--- config.mk ---
export PLATFORM = sky130hd
export DESIGN_NAME = tsd_time_scale_divider
export DESIGN_NICKNAME = d
export VERILOG_FILES = /design/src/tsd_pkg.sv /design/src/tsd_time_scale_divider.sv
export SDC_FILE = /design/constraint.sdc
export NUM_CORES = 1
export LEC_CHECK = 0
export ABC_AREA = 1
export BUFFER_PORTS_ARGS = -buffer_cell sky130_fd_sc_hd__buf_2
export CAP_MARGIN = 30
export CORE_MARGIN = 2
export CORE_UTILIZATION = 49
export CTS_CLUSTER_SIZE = 12
export DETAILED_ROUTE_END_ITERATION = 8
export HOLD_SLACK_MARGIN = 0.05
export PLACE_DENSITY = 0.71
export SLEW_MARGIN = 30
export SYNTH_ARGS = -nofsm -noshare
export SYNTH_HDL_FRONTEND = slang
export SYNTH_SLANG_ARGS = --single-unit
export TNS_END_PERCENT = 50
--- constraint.sdc ---
create_clock -name clock -period 1.4 [get_ports clock]
set_input_delay 0.28 -clock clock [delete_from_list [all_inputs] [get_ports clock]]
set_output_delay 0.28 -clock clock [all_outputs]
set_load 0.02 [all_outputs]
--- src/tsd_pkg.sv ---
// Purpose: Shared types and constants for the time-scale divider and measurement block
// Assumes: 25 MHz system clock; 10 MHz and multiplier events arrive as strobes or pins
// Notes:   Times are held in nanoseconds and converted to clock cycles here
package tsd_pkg;

	// ****************************************
	// Timing
	// ****************************************
	localparam int CLOCK_PERIOD_NS   = 40;
	// Reset pulse lengths are least times, so the cycle counts round up
	localparam int FAST_RESET_NS     = 40;
	localparam int SLOW_RESET_NS     = 600;
	localparam int FAST_RESET_CYCLES = (FAST_RESET_NS + CLOCK_PERIOD_NS - 1) / CLOCK_PERIOD_NS;
	localparam int SLOW_RESET_CYCLES = (SLOW_RESET_NS + CLOCK_PERIOD_NS - 1) / CLOCK_PERIOD_NS;
	localparam int HOLD_WIDTH        = 5;

	// ****************************************
	// Divider constants
	// ****************************************
	localparam int         DECADE_COUNT   = 7;
	localparam logic [3:0] DIGIT_MAX      = 4'h9;
	localparam logic [3:0] DIGIT_ZERO     = 4'h0;
	localparam logic [3:0] OUT_DIV_PRESET = 4'h9;
	// Cascade 96 * 100 * 108 = 1036800, close to 90 MHz / 86.8 Hz
	localparam int         MOD_DIV_A      = 96;
	localparam int         MOD_DIV_B      = 100;
	localparam int         MOD_DIV_C      = 108;
	localparam int         MOD_CNT_WIDTH  = 8;

	// ****************************************
	// Types
	// ****************************************
	typedef logic [DECADE_COUNT-1:0][3:0] tsd_decades_type;

	typedef enum logic [1:0] {
		MODE_TIME_OF_DAY,
		MODE_SCALE_OFFSET_MEASURE,
		MODE_SYNCHRONISE,
		MODE_FREQ_DEVIATION
	} tsd_mode_type;

	typedef enum logic [2:0] {
		MEAS_IDLE,
		MEAS_CLEAR,
		MEAS_PRESET,
		MEAS_ARMED,
		MEAS_GATING,
		MEAS_STORE
	} tsd_meas_state_type;

	typedef struct packed {
		logic gateOpen;
		logic measBusy;
		logic measDone;
		logic syncActive;
	} tsd_status_type;

	typedef struct packed {
		logic                     refSquare;
		logic [MOD_CNT_WIDTH-1:0] modPhase;
	} tsd_modulation_type;

endpackage

--- src/tsd_time_scale_divider.sv ---
// Purpose: Main and auxiliary decade dividers, offset capture, sync reset, deviation gate, modulation divider
// Assumes: refTick and hfTick are one-cycle strobes from logic on this clock; extPulse, multPulse are pins
// Notes:   What this block does is listed below; ce low freezes every flip-flop
//
// What this block does
// [RL1] Both time scales divide the 10 MHz reference
// [RL2] Auxiliary divider counts every reference tick while ce is high, in every mode
// [RL3] Main divider gated only in deviation measurement
// [RL4] Time-of-day mode shows time counter, 1 Hz
// [RL5] Offset mode captures main divider on pulse
// [RL6] Sync mode pulse resets all main decades
// [RL7] Gate pulse spans ten multiplier output ticks
// [RL8] Main divider counts reference ticks while gated
// [RL9] Gate end closes main divider input
// [RL10] After gate closes, store divider into memory
// [RL11] Deviation mode shows the memory block
// [RL12] After store, clear main divider to zero
// [RL13] Then preset output divider to nine, restart
// [RL14] Three cascaded dividers make 86.8 Hz reference
// [RL15] Main divider wraps 9999999 to zero, pulse
// [RL16] Sync reset: short fast, long slow decades
// [RL17] Memory holds value until next capture
`timescale 1ns/1ps

module tsd_time_scale_divider #(
	parameter int DECADES = tsd_pkg::DECADE_COUNT,
	parameter int DIV_A   = tsd_pkg::MOD_DIV_A,
	parameter int DIV_B   = tsd_pkg::MOD_DIV_B,
	parameter int DIV_C   = tsd_pkg::MOD_DIV_C
) (
	input  wire logic                    clock,
	input  wire logic                    rst_n,
	input  wire logic                    ce,
	input  wire tsd_pkg::tsd_mode_type   mode,
	input  wire logic                    pulseSourceSelect,
	input  wire logic                    refTick,
	input  wire logic                    hfTick,
	input  wire logic                    extPulse,
	input  wire logic                    multPulse,
	input  wire logic [23:0]             timeCounterValue,
	output logic                         mainScalePulse,
	output logic                         auxScalePulse,
	output logic                         timeCounterTick,
	output logic [DECADES*4-1:0]         displayValue,
	output tsd_pkg::tsd_status_type      status,
	output tsd_pkg::tsd_modulation_type  modulation
);
	import tsd_pkg::*;

	// ****************************************
	// Elaboration checks
	// ****************************************
	if (DECADES < 1 || DECADES > DECADE_COUNT) begin : g_bad_decades
		$error("DECADES out of range");
	end
	if (DIV_A < 2 || DIV_B < 2 || DIV_C < 4 || DIV_C > 255 || DIV_A > 255 || DIV_B > 255) begin : g_bad_div
		$error("Modulation divider ratios out of range");
	end

	localparam logic [MOD_CNT_WIDTH-1:0] A_LAST   = MOD_CNT_WIDTH'(DIV_A - 1);
	localparam logic [MOD_CNT_WIDTH-1:0] B_LAST   = MOD_CNT_WIDTH'(DIV_B - 1);
	localparam logic [MOD_CNT_WIDTH-1:0] C_LAST   = MOD_CNT_WIDTH'(DIV_C - 1);
	localparam logic [MOD_CNT_WIDTH-1:0] C_HALF   = MOD_CNT_WIDTH'(DIV_C / 2);
	localparam logic [HOLD_WIDTH-1:0]    FAST_LEN = HOLD_WIDTH'(FAST_RESET_CYCLES);
	localparam logic [HOLD_WIDTH-1:0]    SLOW_LEN = HOLD_WIDTH'(SLOW_RESET_CYCLES);

	// ****************************************
	// Pin synchronisers
	// ****************************************
	logic [2:0] extSync;
	logic [2:0] multSync;
	logic       extRise;
	logic       multRise;

	// Edge detectors look only at stages two and three, never the first flop
	always_ff @(posedge clock) begin
		if (!rst_n) begin
			extSync  <= 3'h0;
			multSync <= 3'h0;
		end else if (ce) begin
			extSync  <= {extSync[1:0], extPulse};
			multSync <= {multSync[1:0], multPulse};
		end
	end

	assign extRise  = extSync[1] & ~extSync[2];
	assign multRise = multSync[1] & ~multSync[2];

	// ****************************************
	// Auxiliary divider
	// ****************************************
	logic [DECADES-1:0][3:0] auxDigit;
	logic [DECADES:0]        auxCarry;
	logic                    selPulse;

	assign auxCarry[0] = refTick;  // see [RL2]

	for (genvar i = 0; i < DECADES; i++) begin : g_aux
		assign auxCarry[i+1] = auxCarry[i] && (auxDigit[i] == DIGIT_MAX);
		always_ff @(posedge clock) begin
			if (!rst_n) begin
				auxDigit[i] <= DIGIT_ZERO;
			end else if (ce && auxCarry[i]) begin
				auxDigit[i] <= (auxDigit[i] == DIGIT_MAX) ? DIGIT_ZERO : auxDigit[i] + 4'h1;  // see [RL1]
			end
		end
	end

	assign selPulse = pulseSourceSelect ? auxScalePulse : extRise;

	// ****************************************
	// Measurement sequencer
	// ****************************************
	tsd_meas_state_type measState;
	logic [3:0]         outDiv;
	logic               outRoll;
	logic               gateOpen;
	logic               measDone;
	logic               freqMode;

	assign freqMode = (mode == MODE_FREQ_DEVIATION);
	assign outRoll  = multRise && (outDiv == DIGIT_MAX);

	always_ff @(posedge clock) begin
		if (!rst_n) begin
			measState <= MEAS_IDLE;
		end else if (ce) begin
			if (!freqMode) begin
				measState <= MEAS_IDLE;
			end else begin
				unique case (measState)
					MEAS_IDLE:   measState <= MEAS_CLEAR;
					MEAS_CLEAR:  measState <= MEAS_PRESET;
					MEAS_PRESET: measState <= MEAS_ARMED;
					MEAS_ARMED: begin
						if (outRoll) begin
							measState <= MEAS_GATING;  // see [RL13]
						end
					end
					MEAS_GATING: begin
						if (outRoll) begin
							measState <= MEAS_STORE;  // see [RL9]
						end
					end
					MEAS_STORE:  measState <= MEAS_CLEAR;  // see [RL12]
				endcase
			end
		end
	end

	// Output divider of the multiplier: ten input ticks make one gate period
	always_ff @(posedge clock) begin
		if (!rst_n) begin
			outDiv <= DIGIT_ZERO;
		end else if (ce) begin
			if (measState == MEAS_PRESET) begin
				outDiv <= OUT_DIV_PRESET;  // see [RL13]
			end else if (multRise) begin
				outDiv <= (outDiv == DIGIT_MAX) ? DIGIT_ZERO : outDiv + 4'h1;  // see [RL7]
			end
		end
	end

	always_ff @(posedge clock) begin
		if (!rst_n) begin
			gateOpen <= 1'b0;
		end else if (ce) begin
			if (!freqMode) begin
				gateOpen <= 1'b0;
			end else if (measState == MEAS_ARMED && outRoll) begin
				gateOpen <= 1'b1;  // see [RL7]
			end else if (measState == MEAS_GATING && outRoll) begin
				gateOpen <= 1'b0;  // see [RL9]
			end
		end
	end

	always_ff @(posedge clock) begin
		if (!rst_n) begin
			measDone <= 1'b0;
		end else if (ce) begin
			measDone <= (measState == MEAS_STORE);
		end
	end

	// ****************************************
	// Synchronising reset stretchers
	// ****************************************
	logic                  syncPulse;
	logic [HOLD_WIDTH-1:0] fastHold;
	logic [HOLD_WIDTH-1:0] slowHold;

	assign syncPulse = (mode == MODE_SYNCHRONISE) && selPulse;

	// Fast decade is only briefly cleared; slow decades need the longer pulse to settle
	always_ff @(posedge clock) begin
		if (!rst_n) begin
			fastHold <= '0;
			slowHold <= '0;
		end else if (ce) begin
			if (syncPulse) begin
				fastHold <= FAST_LEN;  // see [RL16]
				slowHold <= SLOW_LEN;  // see [RL16]
			end else begin
				fastHold <= (fastHold != '0) ? fastHold - 1'b1 : fastHold;
				slowHold <= (slowHold != '0) ? slowHold - 1'b1 : slowHold;
			end
		end
	end

	// ****************************************
	// Main divider
	// ****************************************
	logic [DECADES-1:0][3:0] mainDigit;
	logic [DECADES:0]        mainCarry;
	logic                    mainClear;
	logic                    fastClr;
	logic                    slowClr;

	// Gate is forced open outside deviation measurement
	assign mainCarry[0] = refTick && (!freqMode || gateOpen);  // see [RL3] see [RL8]
	assign mainClear    = (measState == MEAS_CLEAR);  // see [RL12]
	assign fastClr      = syncPulse || (fastHold != '0);  // see [RL6]
	assign slowClr      = syncPulse || (slowHold != '0);  // see [RL6]

	for (genvar i = 0; i < DECADES; i++) begin : g_main
		assign mainCarry[i+1] = mainCarry[i] && (mainDigit[i] == DIGIT_MAX);
		always_ff @(posedge clock) begin
			if (!rst_n) begin
				mainDigit[i] <= DIGIT_ZERO;
			end else if (ce) begin
				if (mainClear || (i == 0 ? fastClr : slowClr)) begin
					mainDigit[i] <= DIGIT_ZERO;  // see [RL6]
				end else if (mainCarry[i]) begin
					mainDigit[i] <= (mainDigit[i] == DIGIT_MAX) ? DIGIT_ZERO : mainDigit[i] + 4'h1;  // see [RL15]
				end
			end
		end
	end

	// ****************************************
	// Memory block
	// ****************************************
	logic [DECADES-1:0][3:0] memValue;

	always_ff @(posedge clock) begin
		if (!rst_n) begin
			memValue <= '0;
		end else if (ce) begin
			if (mode == MODE_SCALE_OFFSET_MEASURE && selPulse) begin
				memValue <= mainDigit;  // see [RL5]
			end else if (measState == MEAS_STORE) begin
				memValue <= mainDigit;  // see [RL10]
			end
			// Otherwise held so the display stays still, see [RL17]
		end
	end

	// ****************************************
	// Scale pulses and display routing
	// ****************************************
	always_ff @(posedge clock) begin
		if (!rst_n) begin
			mainScalePulse  <= 1'b0;
			auxScalePulse   <= 1'b0;
			timeCounterTick <= 1'b0;
		end else if (ce) begin
			mainScalePulse  <= mainCarry[DECADES];  // see [RL15]
			auxScalePulse   <= auxCarry[DECADES];  // see [RL1]
			timeCounterTick <= mainCarry[DECADES] && (mode == MODE_TIME_OF_DAY);  // see [RL4]
		end
	end

	always_ff @(posedge clock) begin
		if (!rst_n) begin
			displayValue <= '0;
		end else if (ce) begin
			if (mode == MODE_TIME_OF_DAY) begin
				// Fewer than six decades drop the upper time digits
				displayValue <= (DECADES*4)'({{(DECADES*4){1'b0}}, timeCounterValue});  // see [RL4]
			end else begin
				displayValue <= memValue;  // see [RL11] see [RL5]
			end
		end
	end

	always_ff @(posedge clock) begin
		if (!rst_n) begin
			status <= '0;
		end else if (ce) begin
			status.gateOpen   <= !freqMode || gateOpen;
			status.measBusy   <= freqMode && (measState != MEAS_ARMED);
			status.measDone   <= measDone;
			status.syncActive <= fastClr || slowClr;
		end
	end

	// ****************************************
	// Modulation reference dividers
	// ****************************************
	logic [MOD_CNT_WIDTH-1:0] divA;
	logic [MOD_CNT_WIDTH-1:0] divB;
	logic [MOD_CNT_WIDTH-1:0] divC;
	logic                     carryA;
	logic                     carryB;

	assign carryA = hfTick && (divA == A_LAST);
	assign carryB = carryA && (divB == B_LAST);

	always_ff @(posedge clock) begin
		if (!rst_n) begin
			divA <= '0;
			divB <= '0;
			divC <= '0;
		end else if (ce) begin
			if (hfTick) begin
				divA <= carryA ? '0 : divA + 1'b1;  // see [RL14]
			end
			if (carryA) begin
				divB <= (divB == B_LAST) ? '0 : divB + 1'b1;  // see [RL14]
			end
			if (carryB) begin
				divC <= (divC == C_LAST) ? '0 : divC + 1'b1;  // see [RL14]
			end
		end
	end

	// Square wave for the detector; phase word feeds the sine shaper outside
	always_ff @(posedge clock) begin
		if (!rst_n) begin
			modulation <= '0;
		end else if (ce) begin
			modulation.refSquare <= (divC < C_HALF);  // see [RL14]
			modulation.modPhase  <= divC;
		end
	end

endmodule

==> results of run 1 <==
## layout make-up
cell class / count / area [um2] / area share
inverters: 134 / 517 / 0.0429
flip-flops and latches: 177 / 3580 / 0.297
well taps: 225 / 282 / 0.0234
clock inverters: 14 / 133 / 0.0110
repair buffers: 273 / 2110 / 0.175
clock buffers: 18 / 439 / 0.0364
repair inverters: 1 / 7.51 / 0.000623
multi-input cells: 819 / 4990 / 0.414
## worst min-delay path: stages
cell and delay [ns]:
buf_2 0.09, nor2_1 0.04, nor2_1 0.08
## what timing repair did
action / in CTS / in global routing
setup endpoints to repair: 90 / 116
cloned: 3 / 3
resized for setup: 80 / 161
buffers inserted: 12 / 20
pin swaps: 46 / 72
## flip-flops by register name, summed over array words and instances (netlist names), 3 cells and up
| register | flops |
|---|---|
| auxDigit | 28 |
| displayValue | 28 |
| mainDigit | 28 |
| memValue | 28 |
| modulation | 9 |
| divA | 8 |
| divB | 8 |
| divC | 8 |
| fastHold | 5 |
| slowHold | 5 |
| outDiv | 4 |
| status | 4 |
| extSync | 3 |
| measState | 3 |
| multSync | 3 |
## worst max-delay path by stage
stage | from | endpoint | slack, ns | depth (start not counted)
global placement | slowHold[0] | mainDigit[8] | -0.17 | 9
CTS | mainDigit[1] | mainDigit[24] | -0.13 | 12
floorplan | mainDigit[1] | mainDigit[16] | -0.10 | 11
global route | auxDigit[4] | auxDigit[26] | -0.29 | 9
finish | mainDigit[5] | mainDigit[24] | -0.18 | 12
detailed placement | slowHold[0] | mainDigit[8] | -0.23 | 9
## metrics by stage
step | cell area [um2] | hold slack (ns) | setup TNS (ns) | total power [mW] | std cells
6_report | 12100 | 0.0923 | -8.35 | 16.5 | 1661
5_1_grt | 12100 | 0.116 | -17.59 | 17.4 | 1661
4_1_cts | 11300 | 0.0893 | -4.56 | 15.7 | 1640
3_5_place_dp | 10400 | 0.450 | -7.47 | 10.3 | 1593
3_3_place_gp | 10400 | 0.442 | -5.13 | 10.2 | 1593
2_1_floorplan | 8620 | 0.414 | -0.810 | 8.61 | 1178
## cell families (layout without fill, tap and decap cells)
logic type | Yosys count | after routing | share of synthesized area
compound gates | 228 | 228 | 0.149
fa+ha+maj | 23 | 23 | 0.0337
xor+xnor | 30 | 30 | 0.0308
simple gates | 537 | 538 | 0.287
flops | 177 | 177 | 0.415
buf+inv | 183 | 440 | 0.0840
## cells in the final DEF, fill, tap and decap left out, types with 18 or more instances in the layout
master | netlist | final
a21oi_1 | 92 | 81
buf_2 | 14 | 75
buf_4 | 1 | 167
buf_6 | 1 | 18
clkbuf_16 | 0 | 20
dfxtp_1 | 177 | 151
dfxtp_2 | 0 | 26
inv_1 | 126 | 97
inv_2 | 7 | 34
nand2_1 | 207 | 169
nand2_2 | 11 | 35
nand3_1 | 81 | 69
nand4_1 | 30 | 30
nor2_1 | 149 | 122
nor2_2 | 6 | 24
o211ai_1 | 26 | 26
o21ai_0 | 83 | 60
o21ai_1 | 6 | 22
xor2_1 | 21 | 20
## power by group through the flow
| stage | Clock [mW] | Combinational, mW | Sequential, mW |
|---|---|---|---|
| 2_1_floorplan | 0 | 2.60 | 6.01 |
| 3_3_place_gp | 0 | 4.37 | 5.83 |
| 3_5_place_dp | 0 | 4.46 | 5.85 |
| 4_1_cts | 4.74 | 5.20 | 5.76 |
| 5_1_grt | 4.96 | 6.56 | 5.84 |
| 6_report | 4.71 | 6.01 | 5.79 |
## layer usage
| layer | part of all wire | track usage | vias up |
|---|---|---|---|
| met4 | 0.018 | 0.0804 | 2 |
| li1 | - | - | 4361 |
| met1 | 0.44 | 0.302 | 4032 |
| met2 | 0.49 | 0.404 | 197 |
| met5 | 0.00069 | 0 | - |
| met3 | 0.047 | 0.0485 | 42 |
==> impl_metrics.json, run 1 <==
{
  "setup_viol": 78,
  "antenna_found_initial": 1,
  "reg2reg_from": "mainDigit[5]",
  "slowest_delay_ns": 0.32,
  "clkPwrFrac": 0.285,
  "worstHoldStart": "extPulse",
  "seqPwrFrac": 0.351,
  "hold_path.class": "input port to flop",
  "end_kind": "flop",
  "path_cells": "inv_2, ha_4, nand2_4, nor2_4, nand2_4, nor2_8, nand3_2, nand2_4, nand2_4, nand2_1, nand2_1, nor2_1",
  "hpwl_mm": 14.6,
  "syn-cell-area_um2": 8530,
  "synth_top_area_frac": 0.415,
  "first_pass_iters": 5,
  "drv_cap": 0,
  "seq_area_frac_synth": 0.415,
  "p_int_mw": 10.7,
  "slew_headroom": 0.696,
  "drv_slew": 0,
  "switching_share": 0.350,
  "crit_top_cell": "nand2_4",
  "finClkSkew_ns": 0.0136,
  "row_count": 48,
  "wl_mm": 23.3,
  "failed_checks": "negative setup slack",
  "grt_use_total": 0.238,
  "r2r_slack_ns": -0.18,
  "outcome": "finished with violations",
  "synth_common_cells": "nand2_1 (207), dfxtp_1 (177), nor2_1 (149)",
  "place_ws_ns": -0.228,
  "crit_type": "flop to flop",
  "setup_slack_ns": -0.176,
  "drc_errors": 0,
  "io-pin-count": 78,
  "yosys_register_bits": 177,
  "vias_per_cell": 5.20,
  "synth_most_common_cell": "nand2_1",
  "cp_num_buf_inv": 1,
  "fillers": 1302,
  "clk_latency_ns": 0.44,
  "ir_worst_vdd_uv": 1210,
  "yosysWarningCount": 0,
  "fin_crit_ns": 1.58,
  "cp.arrival_ns": 1.95,
  "min_path_cells": 3,
  "drtAntennaViolNets": 0,
  "worst_pin_slew_ns": 0.455,
  "die_w_um": 136,
  "r2r-end": "mainDigit[24]",
  "synth.distinct_cells": 45,
  "start_kind": "flop",
  "initial_core_util": 0.497,
  "grt_max_degree": 59,
  "rr_worst_depth": 12,
  "synth_ff_type": "dfxtp_1",
  "synth_top_cell_by_area": "dfxtp_1",
  "diodes": 0,
  "cts.clk_slew.worst_paths_ns": 0.07,
  "portBuffers": 77,
  "rsz0062_at_grt": "yes",
  "grt_pass1_vias": 7929,
  "post-route-util": 0.702,
  "leakage_nw": 5.44,
  "synthToLayoutAreaGrowth_pct": 41.3,
  "syn_inst": 1178,
  "die_area_um2": 18500,
  "drtIter0Drc": 575,
  "p_per_area_nw_per_um2": 1370,
  "synth_edf_count": 0,
  "dr_total_vias": 8634,
  "synth.net_count": 1235,
  "holdPathEnd": "extSync[0]",
  "slowest_stage": "dfxtp_2",
  "fp.dieH_um": 136,
  "cts_hold_buf": 0,
  "p_switching_mw": 5.78,
  "overflow": 0,
  "period_share": 1.13,
  "clock_sinks": 177,
  "drive_gt1_frac": 0.372,
  "ys_async_sr_fraction": 0,
  "cp_max_fo": 8,
  "syn_avg_cell_area_um2": 7.24,
  "required_ns": 1.77,
  "hold_viol_final": 0,
  "max_freq_ghz": 0.635,
  "grt_pass1_wl_mm": 35.8,
  "power_frac_comb": 0.364,
  "nets": 1480,
  "cts_buffers": 17,
  "cts_tree": "done",
  "wire_per_inst_um": 14.0,
  "htreeDepth": 4,
  "clockRootBuffer": "clkbuf_16",
  "place_congestion": 0.920,
  "crit_family": "simple AND/OR/NAND/NOR gates",
  "synth.area.top_cells": "dfxtp_1 (42%), nand2_1 (9.1%), nor2_1 (6.6%), inv_1 (5.5%), a21oi_1 (5.4%)",
  "core_um2": 17200,
  "cts_max_path_buffers": 2
}
Note: power is estimated with default switching activity, not from simulation.
==> inputs of run 2 (changes only) <==
PLACE_DENSITY = 0.69   (was 0.71)
clock period = 1.8 ns   (was 1.4 ns; I/O delays follow)
==> run 2 against run 1 <==
Net effect:
- the run now ends clean
- largest power group is now registers
- sequential power decreased by 22%
- sequential cell count unchanged
- sequential share of layout area up 5.8 points
- via count down 12%
==> impl_metrics.json, run 2 (synthesis results as in run 1) <==
{
  "ir_worst_vdd_uv": 1090,
  "outcome": "complete, no violations",
  "end_kind": "flop",
  "p_int_mw": 8.04,
  "required_ns": 2.12,
  "slew_headroom": 0.681,
  "setup_viol": 0,
  "grt_pass1_vias": 6921,
  "row_count": 48,
  "die_w_um": 136,
  "slowest_stage": "dfxtp_2",
  "post-route-util": 0.583,
  "layout_common_cells": "nand2_1 (206), dfxtp_1 (175), nor2_1 (146)",
  "switching_share": 0.306,
  "antenna_found_initial": 0,
  "cts.clk_slew.worst_paths_ns": 0.07,
  "drtAntennaViolNets": 0,
  "place_inst": 1462,
  "cts_max_path_buffers": 2,
  "drive_gt1_frac": 0.157,
  "vias_per_cell": 5.10,
  "holdPathEnd": "multSync[0]",
  "power_frac_comb": 0.237,
  "finClkSkew_ns": 0.00886,
  "path_cells": "inv_1, ha_1, nand2_2, nor2_4, nand3_4, nor2_4, nand3_1, nand2_2, nand2_2, o21ai_2, nor2_1",
  "p_per_area_nw_per_um2": 1160,
  "cp.arrival_ns": 2.06,
  "clk_latency_ns": 0.42,
  "clock_sinks": 177,
  "period_share": 0.968,
  "rr_worst_depth": 11,
  "die_area_um2": 18500,
  "fin_area_um2": 10000,
  "wire_per_inst_um": 12.6,
  "grt_pass1_wl_mm": 31.7,
  "power.total_mw": 11.6,
  "fin_crit_ns": 1.74,
  "io-pin-count": 78,
  "crit_type": "flop to flop",
  "r2r-end": "mainDigit[16]",
  "p_switching_mw": 3.54,
  "cts_buffers": 17,
  "overflow": 0,
  "final_cells": 1496,
  "wl_mm": 18.9,
  "nets": 1316,
  "grt_max_degree": 53,
  "place_congestion": 0.849,
  "portBuffers": 77,
  "initial_core_util": 0.497,
  "drtIter0Drc": 362,
  "drc_errors": 0,
  "final_common_cell": "nand2_1",
  "core_um2": 17200,
  "seqPwrFrac": 0.392,
  "max_freq_ghz": 0.574,
  "holdWs_ns": 0.165,
  "hold_viol_final": 0,
  "fp.dieH_um": 136,
  "worst_pin_slew_ns": 0.478,
  "cp_max_fo": 5,
  "rsz0062_at_grt": "yes",
  "reg2reg_from": "mainDigit[1]",
  "synthToLayoutAreaGrowth_pct": 17.3,
  "worstHoldStart": "multPulse",
  "htreeDepth": 4,
  "leakage_nw": 4.44,
  "drv_cap": 0,
  "grt_use_total": 0.209,
  "dr_total_vias": 7627,
  "cts_tree": "done",
  "drv_slew": 0,
  "placed_area_um2": 9290,
  "first_pass_iters": 5,
  "start_kind": "flop",
  "r2r_slack_ns": 0.06,
  "clkPwrFrac": 0.371,
  "cts_hold_buf": 0,
  "crit_top_cell": "nand2_2",
  "hold_path.class": "input port to flop",
  "hpwl_mm": 13.0,
  "slowest_delay_ns": 0.33,
  "min_path_cells": 3,
  "diodes": 0,
  "clockRootBuffer": "clkbuf_16"
}
==> run 2: worst max-delay path, delay by kind of cell, from the launching register on <==
kind / cells / cell delay [ns]
DFF: 1 / 0.33
AOI/OAI and AO/OA: 1 / 0.13
adders and majority gates: 1 / 0.16
and+or+nand+nor: 8 / 0.94
buffers and inverters: 1 / 0.07
==> run 2: final cells by class <==
| type | instances | area, um2 |
|---|---|---|
| fillers | 1607 | 7170 |
| multi-input cells | 818 | 4290 |
| flip-flops and latches | 177 | 3550 |
| repair buffers | 111 | 708 |
| inverters | 134 | 504 |
| clock buffers | 20 | 447 |
| well taps | 225 | 282 |
| clock inverters | 11 | 234 |
==> run 2: power by group through the flow <==
stage	clock network [mW]	logic, mW	registers [mW]
2_1_floorplan	0	1.95	4.66
3_3_place_gp	0	2.62	4.60
3_5_place_dp	0	2.68	4.61
4_1_cts	4.37	2.69	4.53
5_1_grt	4.53	3.13	4.58
6_report	4.30	2.75	4.53
==> run 2: routing by layer <==
metal	up-vias	global-route usage	wire (um)
li1	4017	-	-
met1	3489	0.278	9250
met2	108	0.345	8820
met3	13	0.0418	636
met4	0	0.0613	199
met5	-	0	0
==> run 2: worst max path at each step <==
stage | from | to | slack (ns) | cells past startpoint
global route | mainDigit[1] | mainDigit[16] | -0.08 | 11
floorplan | mainDigit[0] | mainDigit[16] | 0.29 | 10
detailed placement | mainDigit[5] | mainDigit[21] | 0.09 | 11
CTS | mainDigit[5] | mainDigit[21] | 0.08 | 11
global placement | pulseSourceSelect | mainDigit[16] | 0.11 | 9
finish | mainDigit[1] | mainDigit[16] | 0.06 | 11
==> run 2: timing repair <==
item,CTS,global route
buffers inserted,0,3
gates resized for setup,0,10
endpoints found under the hold margin,0,0
setup endpoints to repair,0,21
==> run 2: through the flow <==
step / setup TNS [ns] / setup WS [ns]
after floorplan: 0 / 0.285
after global placement: 0 / 0.111
after detailed placement: 0 / 0.0903
after CTS: 0 / 0.0788
after global routing: -0.700 / -0.0840
final: 0 / 0.0573
==> inputs of run 3 (changes only) <==
CORE_MARGIN = not set   (was 2)
==> run 3 against run 2 <==
Net effect:
- setup slack better by 0.028 ns
- critical path type unchanged
- register-to-register slack better by 0.03 ns
- routed wire length is 0.31% lower
- first-iteration DRC count is 5.0% higher
- largest cell class unchanged
==> impl_metrics.json, run 3 (synthesis results as in run 1) <==
{
  "outcome": "complete, no violations",
  "nets": 1319,
  "tns_ns": 0,
  "antenna_found_initial": 0,
  "setup_slack_ns": 0.0850,
  "power.total_mw": 11.0,
  "drtIter0Drc": 380,
  "drc_errors": 0,
  "clockRootBuffer": "clkbuf_16",
  "post-route-util": 0.592,
  "crit_type": "flop to flop",
  "clk_latency_ns": 0.43,
  "slew_headroom": 0.668,
  "p_per_area_nw_per_um2": 1110,
  "cts.clk_slew.worst_paths_ns": 0.07,
  "cp_max_fo": 5,
  "cts_hold_buf": 0,
  "hold_viol_final": 0,
  "die_area_um2": 17900,
  "cts_buffers": 17,
  "leakage_nw": 4.43,
  "finClkSkew_ns": 0.0108,
  "overflow": 0,
  "setup_viol": 0,
  "grt_max_degree": 77,
  "htreeDepth": 4,
  "io-pin-count": 78,
  "fp.dieH_um": 134,
  "cts_tree": "done",
  "worst_pin_slew_ns": 0.497,
  "drv_cap": 0,
  "ir_worst_vdd_uv": 841,
  "end_kind": "flop",
  "row_count": 47,
  "diodes": 0,
  "period_share": 0.953,
  "grt_pass1_wl_mm": 32.2,
  "grt_pass1_vias": 7117,
  "holdWs_ns": 0.160,
  "hpwl_mm": 12.8,
  "required_ns": 2.17,
  "place_congestion": 0.832,
  "core_um2": 16800,
  "vias_per_cell": 5.13,
  "drv_slew": 0,
  "dr_total_vias": 7668,
  "first_pass_iters": 5,
  "grt_use_total": 0.218,
  "synthToLayoutAreaGrowth_pct": 16.7,
  "hold_path.class": "input port to flop",
  "max_freq_ghz": 0.583,
  "place_ws_ns": 0.0970,
  "cp.arrival_ns": 2.08,
  "portBuffers": 77,
  "die_w_um": 134,
  "wire_per_inst_um": 12.6,
  "final_common_cell": "nand2_1",
  "start_kind": "flop",
  "clock_sinks": 177,
  "layout_common_cells": "nand2_1 (204), dfxtp_1 (175), nor2_1 (147)",
  "wl_mm": 18.8,
  "cts_max_path_buffers": 2,
  "initial_core_util": 0.507,
  "drive_gt1_frac": 0.168,
  "fin_crit_ns": 1.71,
  "drtAntennaViolNets": 0
}
-- run 3: cell types whose count changed in the layout (fill, tap and decap cells not counted), sizes merged --
| cell | previous run | this run |
|---|---|---|
| inv | 132 | 138 |
| bufinv | 7 | 2 |
| buf | 111 | 114 |
| clkbuf | 20 | 18 |
| clkinvlp | 0 | 2 |
-- run 3: area by class of cell --
cell class	count	area (um2)
repair buffers	114	722
fillers	1625	6860
flip-flops and latches	177	3550
clock buffers	18	439
multi-input cells	818	4320
clock inverters	14	154
well taps	220	275
inverters	134	504
-- run 3: critical path, cell delays in order (launching register included) --
cell	delay, ns
dfxtp_2	0.34
inv_2	0.07
ha_4	0.12
nand2_2	0.06
nor2_4	0.17
nand3_4	0.15
nor2_4	0.16
buf_6	0.11
o21ai_1	0.06
buf_4	0.17
inv_2	0.05
nand2_1	0.06
a21oi_2	0.13
-- run 3: layer usage --
layer,GRT usage,wire length (um),vias up
li1,-,-,4036
met1,0.282,9210,3516
met2,0.368,8890,104
met3,0.0446,584,12
met4,0.0568,162,0
met5,0,0,-
-- run 3: worst paths after layout --
path / startpoint / endpoint / slack (ns) / cells after the start
max: mainDigit[1] / mainDigit[9] / 0.09 / 12
max reg2reg: mainDigit[1] / mainDigit[9] / 0.09 / 12
min: extPulse / extSync[0] / 0.16 / 3
min reg2reg: memValue[26] / displayValue[26] / 0.46 / 2
-- run 3: per-stage QoR --
stage	instances	instance area, um2
after floorplan	1178	8530
after global placement	1458	9280
after detailed placement	1458	9280
after CTS	1490	9870
after global routing	1495	9960
final	1495	9960
-- run 3: what timing repair did --
item                       in CTS  in global routing
setup buffers                   0                  5
setup endpoints to repair       0                 17
gates resized for setup         0                 19
-- run 3: power by group --
group	switching, mW	internal, mW
clock network	1.63	2.11
logic	1.73	1.01
registers	0.287	4.25
